$ cat src/src_consts.svh
// register offsets, field positions, reset values and scaling constants of the run control block
`ifndef SRC_CONSTS_SVH
`define SRC_CONSTS_SVH
`define SRC_ADR_CTRL 8'h00
`define SRC_ADR_AIN_CAL 8'h04
`define SRC_ADR_RATED_CUR 8'h08
`define SRC_ADR_STATUS 8'h0c
`define SRC_ADR_CMD 8'h10
`define SRC_CTRL_TYPE_LSB 0
`define SRC_CTRL_AOUT_LSB 4
`define SRC_CTRL_STOP_EN_BIT 12
`define SRC_CTRL_RESET 32'h0000_0000
`define SRC_AIN_CAL_RESET 32'h0fff_0000
`define SRC_RATED_CUR_RESET 16'h0064
`define SRC_AOUT_FIRING 4'ha
`define SRC_PCT_FULL 16'h2710
`define SRC_AIN_W 12
`endif

$ cat src/src_pkg.sv
// types of the run control block
package src_pkg;
    typedef enum logic [1:0] {
        SRC_TYPE_SOFT = 2'b00,
        SRC_TYPE_PHASE = 2'b01,
        SRC_TYPE_CURR = 2'b10,
        SRC_TYPE_OTHER = 2'b11
    } src_type_t;
    typedef enum logic [1:0] {
        SRC_ST_IDLE = 2'b00,
        SRC_ST_RUN2 = 2'b01,
        SRC_ST_RUN3 = 2'b10
    } src_state_t;
endpackage : src_pkg

$ cat src/src_run_ctrl.sv
// run control of a motor starter: start/stop logic, reference scaling, wishbone registers
// Notes on behaviour
// - maintained mode: run while start input held, stop when released.
// - momentary mode: a start pulse latches run until stop input goes low.
// - momentary mode chosen if stop enabled and high at start rising edge.
// - start seal-in done internally; stop input low stops the motor in momentary mode only.
// - starter type setting selects phase control or current follower behaviour.
// - phase control: start command energizes every run-assigned relay.
// - phase control: firing level follows the scaled reference open-loop.
// - phase control: 0% gives no output, 100% gives full voltage.
// - current follower: firing regulated closed loop toward the current command.
// - current follower: 100% commands rated motor current, 0% none.
// - offset and span settings apply to the analog input before use.
// - ramp, kick and deceleration settings ignored in these two modes.
// - phase control keeps all listed protections active.
// - analog output option 10 shows firing level from 0 to 100%.
//
// The implementer's own choices: the Wishbone slave port and the address map.
`timescale 1ns/1ps
`include "src_consts.svh"
module src_run_ctrl
    import src_pkg::*;
(
    // clock, reset, enable
    input wire logic clk_i,
    input wire logic rst_i,
    input wire logic ce_i,
    // wishbone slave
    input wire logic wb_cyc_i,
    input wire logic wb_stb_i,
    input wire logic wb_we_i,
    input wire logic [7:0] wb_adr_i,
    input wire logic [3:0] wb_sel_i,
    input wire logic [31:0] wb_dat_i,
    output logic [31:0] wb_dat_o,
    output logic wb_ack_o,
    // field inputs (asynchronous pins)
    input wire logic start_in_i,
    input wire logic stop_in_i,
    input wire logic [11:0] ain_i,
    input wire logic [15:0] current_i,
    input wire logic fault_i,
    // outputs
    output logic run_relay_o,
    output logic [15:0] firing_o,
    output logic [15:0] aout_o,
    output logic profile_en_o,
    output logic gates_en_o,
    output logic prot_en_o
);
    // registers
    logic [31:0] ctrl_q;
    logic [31:0] ain_cal_q;
    logic [15:0] rated_cur_q;
    logic sw_start_q;
    logic sw_stop_q;
    logic ack_q;
    src_type_t stype;
    logic [11:0] ain_off;
    logic [11:0] ain_span;
    logic [3:0] aout_sel;
    logic stop_en;
    assign stype = src_type_t'(ctrl_q[`SRC_CTRL_TYPE_LSB +: 2]);
    assign aout_sel = ctrl_q[`SRC_CTRL_AOUT_LSB +: 4];
    assign stop_en = ctrl_q[`SRC_CTRL_STOP_EN_BIT];
    assign ain_off = ain_cal_q[11:0];
    assign ain_span = ain_cal_q[27:16];

    // three-stage synchronisers; a change counts when stages two and three agree
    logic [2:0] start_s_q;
    logic [2:0] stop_s_q;
    logic start_f_q;
    logic stop_f_q;
    always_ff @(posedge clk_i) begin
        if (rst_i) begin
            start_s_q <= 3'h0;
            stop_s_q <= 3'h0;
            start_f_q <= 1'b0;
            stop_f_q <= 1'b0;
        end else if (ce_i) begin
            start_s_q <= {start_s_q[1:0], start_in_i};
            stop_s_q <= {stop_s_q[1:0], stop_in_i};
            if (start_s_q[1] == start_s_q[2]) begin
                start_f_q <= start_s_q[2];
            end
            if (stop_s_q[1] == stop_s_q[2]) begin
                stop_f_q <= stop_s_q[2];
            end
        end
    end

    // multi-bit pins: three stages each, a word is taken only when stages two and three
    // agree, so a bus caught mid-change never reaches the scaling logic
    logic [11:0] ain_a_q;
    logic [11:0] ain_b_q;
    logic [11:0] ain_c_q;
    logic [11:0] ain_q;
    logic [15:0] cur_a_q;
    logic [15:0] cur_b_q;
    logic [15:0] cur_c_q;
    logic [15:0] cur_q;
    always_ff @(posedge clk_i) begin
        if (rst_i) begin
            ain_a_q <= 12'h000;
            ain_b_q <= 12'h000;
            ain_c_q <= 12'h000;
            ain_q <= 12'h000;
            cur_a_q <= 16'h0000;
            cur_b_q <= 16'h0000;
            cur_c_q <= 16'h0000;
            cur_q <= 16'h0000;
        end else if (ce_i) begin
            ain_a_q <= ain_i;
            ain_b_q <= ain_a_q;
            ain_c_q <= ain_b_q;
            if (ain_b_q == ain_c_q) begin
                ain_q <= ain_c_q;
            end
            cur_a_q <= current_i;
            cur_b_q <= cur_a_q;
            cur_c_q <= cur_b_q;
            if (cur_b_q == cur_c_q) begin
                cur_q <= cur_c_q;
            end
        end
    end

    // start edge and effective stop; stop input only counts when one is assigned
    logic start_lvl;
    logic start_prev_q;
    logic start_rise;
    logic stop_hi;
    assign start_lvl = start_f_q | sw_start_q;
    assign start_rise = start_lvl & ~start_prev_q;
    assign stop_hi = stop_en & stop_f_q;
    always_ff @(posedge clk_i) begin
        if (rst_i) begin
            start_prev_q <= 1'b0;
        end else if (ce_i) begin
            start_prev_q <= start_lvl;
        end
    end

    // run state machine; a fault or software stop always wins
    src_state_t state_q;
    always_ff @(posedge clk_i) begin
        if (rst_i) begin
            state_q <= SRC_ST_IDLE;
        end else if (ce_i) begin
            case (state_q)
                SRC_ST_IDLE: begin
                    if (start_rise && !fault_i && !sw_stop_q) begin
                        if (stop_hi) begin
                            state_q <= SRC_ST_RUN3;
                        end else begin
                            state_q <= SRC_ST_RUN2;
                        end
                    end
                end
                SRC_ST_RUN2: begin
                    if (!start_lvl || fault_i || sw_stop_q) begin
                        state_q <= SRC_ST_IDLE;
                    end
                end
                SRC_ST_RUN3: begin
                    // sealed in: start release is ignored, stop low ends the run
                    if (!stop_hi || fault_i || sw_stop_q) begin
                        state_q <= SRC_ST_IDLE;
                    end
                end
                default: begin
                    state_q <= SRC_ST_IDLE;
                end
            endcase
        end
    end
    logic running;
    assign running = (state_q == SRC_ST_RUN2) || (state_q == SRC_ST_RUN3);

    // offset and span, then clamp to 0..100.00 percent (units of 0.01%)
    logic [11:0] ain_rel;
    logic [25:0] pct_prod;
    logic [15:0] pct_raw;
    logic [15:0] ref_pct;
    always_comb begin
        ain_rel = (ain_q > ain_off) ? 12'(ain_q - ain_off) : 12'h000;
        pct_prod = 26'(ain_rel) * 26'(`SRC_PCT_FULL);
        if (ain_span == 12'h000) begin
            pct_raw = 16'h0000;
        end else begin
            pct_raw = (pct_prod / 26'(ain_span) > 26'(`SRC_PCT_FULL)) ?
                `SRC_PCT_FULL : 16'(pct_prod / 26'(ain_span));
        end
        ref_pct = (pct_raw > `SRC_PCT_FULL) ? `SRC_PCT_FULL : pct_raw;
    end

    // current command: reference scaled to rated motor current
    logic [31:0] cmd_prod;
    logic [15:0] cur_cmd;
    assign cmd_prod = 32'(ref_pct) * 32'(rated_cur_q);
    assign cur_cmd = 16'(cmd_prod / 32'(`SRC_PCT_FULL));

    // firing level in 0.01% units; closed loop steps one unit per cycle
    logic [15:0] firing_q;
    always_ff @(posedge clk_i) begin
        if (rst_i) begin
            firing_q <= 16'h0000;
        end else if (ce_i) begin
            if (!running) begin
                firing_q <= 16'h0000;
            end else if (stype == SRC_TYPE_PHASE) begin
                firing_q <= ref_pct;
            end else if (stype == SRC_TYPE_CURR) begin
                // slow integrator: bounded slew keeps the loop stable on any load
                if (cur_cmd == 16'h0000) begin
                    firing_q <= 16'h0000;
                end else if (cur_q < cur_cmd && firing_q < `SRC_PCT_FULL) begin
                    firing_q <= firing_q + 16'h0001;
                end else if (cur_q > cur_cmd && firing_q != 16'h0000) begin
                    firing_q <= firing_q - 16'h0001;
                end
            end else begin
                firing_q <= 16'h0000; // other starter types drive no firing here
            end
        end
    end
    assign firing_o = firing_q;

    // mode-dependent outputs
    logic follow_mode;
    assign follow_mode = (stype == SRC_TYPE_PHASE) || (stype == SRC_TYPE_CURR);
    always_ff @(posedge clk_i) begin
        if (rst_i) begin
            run_relay_o <= 1'b0;
            aout_o <= 16'h0000;
            profile_en_o <= 1'b0;
            gates_en_o <= 1'b0;
            prot_en_o <= 1'b0;
        end else if (ce_i) begin
            run_relay_o <= running;
            aout_o <= (aout_sel == `SRC_AOUT_FIRING) ? firing_q : 16'h0000;
            profile_en_o <= !follow_mode;
            gates_en_o <= running && follow_mode;
            prot_en_o <= 1'b1;
        end
    end

    // wishbone classic slave: ack one cycle after strobe, dropped the next cycle
    logic req;
    assign req = wb_cyc_i && wb_stb_i && !ack_q;
    always_ff @(posedge clk_i) begin
        if (rst_i) begin
            ack_q <= 1'b0;
            wb_dat_o <= 32'h0000_0000;
            ctrl_q <= `SRC_CTRL_RESET;
            ain_cal_q <= `SRC_AIN_CAL_RESET;
            rated_cur_q <= `SRC_RATED_CUR_RESET;
            sw_start_q <= 1'b0;
            sw_stop_q <= 1'b0;
        end else if (ce_i) begin
            ack_q <= req;
            if (req && wb_we_i) begin
                case (wb_adr_i)
                    `SRC_ADR_CTRL: begin
                        for (int i = 0; i < 4; i++) begin
                            if (wb_sel_i[i]) begin
                                ctrl_q[i*8 +: 8] <= wb_dat_i[i*8 +: 8];
                            end
                        end
                    end
                    `SRC_ADR_AIN_CAL: begin
                        for (int i = 0; i < 4; i++) begin
                            if (wb_sel_i[i]) begin
                                ain_cal_q[i*8 +: 8] <= wb_dat_i[i*8 +: 8];
                            end
                        end
                    end
                    `SRC_ADR_RATED_CUR: begin
                        for (int i = 0; i < 2; i++) begin
                            if (wb_sel_i[i]) begin
                                rated_cur_q[i*8 +: 8] <= wb_dat_i[i*8 +: 8];
                            end
                        end
                    end
                    `SRC_ADR_CMD: begin
                        if (wb_sel_i[0]) begin
                            sw_start_q <= wb_dat_i[0];
                            sw_stop_q <= wb_dat_i[1];
                        end
                    end
                    default: begin
                    end
                endcase
            end
            if (req && !wb_we_i) begin
                case (wb_adr_i)
                    // reserved control bits read as zero whatever was written there
                    `SRC_ADR_CTRL: wb_dat_o <= {19'h0, ctrl_q[12], 4'h0, ctrl_q[7:4], 2'h0,
                        ctrl_q[1:0]};
                    `SRC_ADR_AIN_CAL: wb_dat_o <= {4'h0, ain_cal_q[27:16], 4'h0, ain_cal_q[11:0]};
                    `SRC_ADR_RATED_CUR: wb_dat_o <= {16'h0, rated_cur_q};
                    `SRC_ADR_STATUS: wb_dat_o <= {firing_q, 8'h0, 2'h0, stop_hi,
                        start_f_q, run_relay_o, state_q, running};
                    `SRC_ADR_CMD: wb_dat_o <= {30'h0, sw_stop_q, sw_start_q};
                    default: wb_dat_o <= 32'h0000_0000;
                endcase
            end
        end
    end
    assign wb_ack_o = ack_q;
endmodule : src_run_ctrl

$ cat config.mk
export PLATFORM = sky130hd
export DESIGN_NAME = src_run_ctrl
export DESIGN_NICKNAME = d
export VERILOG_FILES = /design/src/src_pkg.sv /design/src/src_run_ctrl.sv
export VERILOG_INCLUDE_DIRS = /design/src /design/src/src
export SDC_FILE = /design/constraint.sdc
export NUM_CORES = 2
export LEC_CHECK = 0
export ABC_AREA = 0
export CORE_MARGIN = 4
export CORE_UTILIZATION = 62
export CTS_CLUSTER_SIZE = 40
export DETAILED_ROUTE_END_ITERATION = 16
export DONT_BUFFER_PORTS = 1
export PLACE_DENSITY = 0.83
export SLEW_MARGIN = 10
export SYNTH_ARGS = -nofsm -noshare
export SYNTH_HDL_FRONTEND = slang
export SYNTH_SLANG_ARGS = --single-unit
$ cat constraint.sdc
create_clock -name clk_i -period 235.6 [get_ports clk_i]
set_input_delay 11.78 -clock clk_i [delete_from_list [all_inputs] [get_ports clk_i]]
set_output_delay 11.78 -clock clk_i [all_outputs]
set_load 0.01 [all_outputs]
==> run_results.csv <==
group,metric,value,unit
sta,final_max_slew_viol_count,0,
grt,grt_max_degree,236,
clocking,postCtsHoldBufs,0,
grt,grt_overflow,0,
sta,worst-slew-pin-transition,1.25,ns
route,routed_wirelength,122,mm
sta,min_period_over_period,0.501,
clocking,cts_tree,"built",
worst_setup_path,critPathLaunchType,"register",
synthesis,synthCells,5584,
route,drc,0,
final_layout,utilization,0.653,
die,die-area,74400,µm²
worst_setup_path,end_kind,"register",
synthesis,ys_seq_area_frac,0.111,
worst_setup_path,cp.depth,519,
clocking,htreeDepth,1,
sta,hold_viol,0,
final_layout,drive_gt1_frac,0.0622,
clocking,root_buffer,"clkbuf_16",
grt,grt_use_total,0.316,
synthesis,synth.distinct_cells,152,
synthesis,ys_warn_count,0,
worst_setup_path,cp_slowest_cell,"a2111oi_1",
synthesis,syn_area_per_cell,7.78,µm²
final_layout,final_nets,6246,
clocking,cts_made_buffers,23,
worst_setup_path,crit_fanout,43,
placement,place.gp.congestion,0.925,
die,std_cell_rows,96,
clocking,post_cts_resized,0,
route,vias,41926,
worst_setup_path,cp_num_buf_inv,45,
placement,placed_cells,6392,
worst_setup_path,r2r_cells,519,
synthesis,syn_area,43500,µm²
worst_setup_path,crit_type,"reg2reg",
worst_setup_path,worstPathRequired,236.02,ns
route,first_pass_iters,6,
grt,grt_antenna_before_repair,9,
die,fp.dieW,273,µm
route,wl_per_cell,18.9,µm
clocking,cts_buffer_depth,3,
placement,io_buffer_count,0,
placement,hpwl,96.1,mm
sta,min_period,118.04,ns
grt,first_global_vias,40735,
clocking,postCtsSetupBuffers,0,
die,pin_count,150,
die,start_util,0.629,
sta,finClkSkew,0.0222,ns
flow_run,cap_viol_max_count,0,
synthesis,synth-edff-count,0,
route,via_per_inst,6.51,
route,antenna_left,0,
worst_setup_path,cp_top_family,"compound AO/OA/AOI/OAI gates",
die,core-area,69100,µm²
final_layout,final_cell_count_no_fill,6439,
worst_setup_path,arrival,118.46,ns
sta,slew_headroom,0.163,
clocking,cts_sinks,241,
sta,fin_setup_tns,0,ns
synthesis,ys_ff_latch,241,
worst_setup_path,cpPeakStageDelay,0.94,ns
synthesis,async_reset_ff_frac,0,
sta,clock.fmax,0.00847,GHz
grt,grt_pass1_wl,200,mm
sta,rsz0062_at_grt,"no",
worst_setup_path,cpMostUsedCell,"o21a_1",
run_status,status,"finished clean",
die,die_h,273,µm
sta,whs,0.476,ns
route,drtIter0Drc,3636,
clocking,worstSkewPairLatency,0.55,ns
worst_hold_path,worstHoldPathType,"reg2reg",
sta,finalSetupViolCount,0,
worst_hold_path,min_path_cells,2,
clocking,clk_pin_slew_worst_paths,0.07,ns
synthesis,synth_flop_cell,"dfxtp_1",
final_layout,area_growth,3.70,%
==> flip-flops by register name, summed over array words and instances, names as in the netlist, 2 cells and up <==
| signal | cells |
|---|---|
| cur_a_q | 16 |
| ctrl_q | 7 |
| ain_b_q | 12 |
| cur_c_q | 16 |
| wb_dat_o | 32 |
| ain_c_q | 12 |
| state_q | 2 |
| ain_q | 12 |
| rated_cur_q | 16 |
| ain_a_q | 12 |
| cur_b_q | 16 |
| start_s_q | 3 |
| ain_cal_q | 24 |
| cur_q | 16 |
| firing_o | 16 |
| stop_s_q | 3 |
| aout_o | 16 |
==> through the flow <==
step	setup slack, ns	cell area, µm²
after floorplan	133.30	43600
after global placement	122.38	44300
after detailed placement	120.18	44300
after CTS	119.54	45100
after global routing	108.19	45100
final	117.56	45100
==> layout by cell type (no fill, tap or decap), drive strengths merged, types with 47 or more instances in the layout <==
master,Yosys,layout
a211oi,61,61
a21o,110,110
a21oi,310,310
a22oi,51,51
a31oi,59,59
and2,106,106
and3,112,112
buf,45,47
dfxtp,241,241
fa,218,218
ha,461,461
inv,413,417
mux2,56,56
mux2i,194,194
nand2,442,442
nand2b,63,63
nand3,114,114
nand4,57,57
nor2,552,552
nor2b,59,59
nor3,241,241
o211ai,60,60
o21a,205,205
o21ai,235,235
o31ai,95,95
or2,50,50
or3,50,50
xnor2,198,198
xor2,101,101
==> layout make-up <==
class                      instances  area, µm²
multi-input combinational       4760      36400
fill                            5768      24000
sequential                       241       4820
inverter                         413       1560
tap                              931       1160
clock buffer                      30        652
timing repair buffer              47        353
clock inverter                    11        110
antenna                            6       15.0
==> cell usage after synthesis, types with 12 or more instances <==
master / count / share of area
a211o_1: 32 / 0.0064
a211oi_1: 55 / 0.0095
a21boi_0: 13 / 0.0022
a21o_1: 110 / 0.019
a21oi_1: 299 / 0.034
a221oi_1: 15 / 0.0030
a22oi_1: 49 / 0.0085
a31oi_1: 53 / 0.0076
and2_1: 102 / 0.015
and3_1: 111 / 0.016
buf_1: 16 / 0.0014
buf_2: 16 / 0.0018
clkbuf_1: 155 / 0.013
dfxtp_1: 241 / 0.11
fa_1: 218 / 0.10
ha_1: 461 / 0.13
inv_1: 405 / 0.035
maj3_1: 12 / 0.0028
mux2_2: 55 / 0.014
mux2i_1: 192 / 0.044
nand2_1: 441 / 0.038
nand2b_1: 63 / 0.0091
nand3_1: 114 / 0.013
nand4_1: 57 / 0.0082
nor2_1: 552 / 0.048
nor2b_1: 59 / 0.0085
nor3_1: 233 / 0.027
nor4_1: 40 / 0.0058
o211a_1: 16 / 0.0037
o211ai_1: 53 / 0.0092
o21a_1: 203 / 0.035
o21ai_0: 188 / 0.022
o21ai_1: 40 / 0.0046
o21bai_1: 16 / 0.0028
o22ai_1: 27 / 0.0039
o31a_1: 22 / 0.0044
o31ai_1: 91 / 0.016
or2_2: 44 / 0.0063
or3_1: 48 / 0.0069
or4_1: 14 / 0.0024
xnor2_1: 191 / 0.038
xor2_1: 98 / 0.020
==> final timing paths <==
path                 startpoint  slack [ns]           end
hold / removal    ain_cal_q[10]        0.48  wb_dat_o[10]
setup / recovery       ain_q[0]      117.56  firing_o[15]
hold reg to reg   ain_cal_q[10]        0.48  wb_dat_o[10]
setup reg to reg       ain_q[0]      117.56  firing_o[15]
==> logic make-up after synthesis <==
logic type / Yosys count / share of synthesized area
flops: 241 / 0.111
fa+ha+maj: 693 / 0.236
other cells: 2 / 0.000173
buf+inv: 613 / 0.0552
xor+xnor: 299 / 0.0627
mux: 252 / 0.0606
simple gates: 1955 / 0.220
compound gates: 1529 / 0.254
==> worst min-delay path: stages, from the launching register on <==
cell,delay (ns)
dfxtp_1,0.32
nand2_1,0.06
a21oi_1,0.05
==> routing by layer <==
| metal | vias up | global-route usage | wire, µm |
|---|---|---|---|
| met5 | - | 0 | 69 |
| met4 | 10 | 0.131 | 5270 |
| met3 | 344 | 0.0533 | 8810 |
| met2 | 1495 | 0.539 | 57100 |
| met1 | 20057 | 0.396 | 50400 |
| li1 | 20020 | - | - |
Power is left out: the tool's default activity adds up to more than one toggle a clock period on the data nets, which glitch-free logic cannot reach.
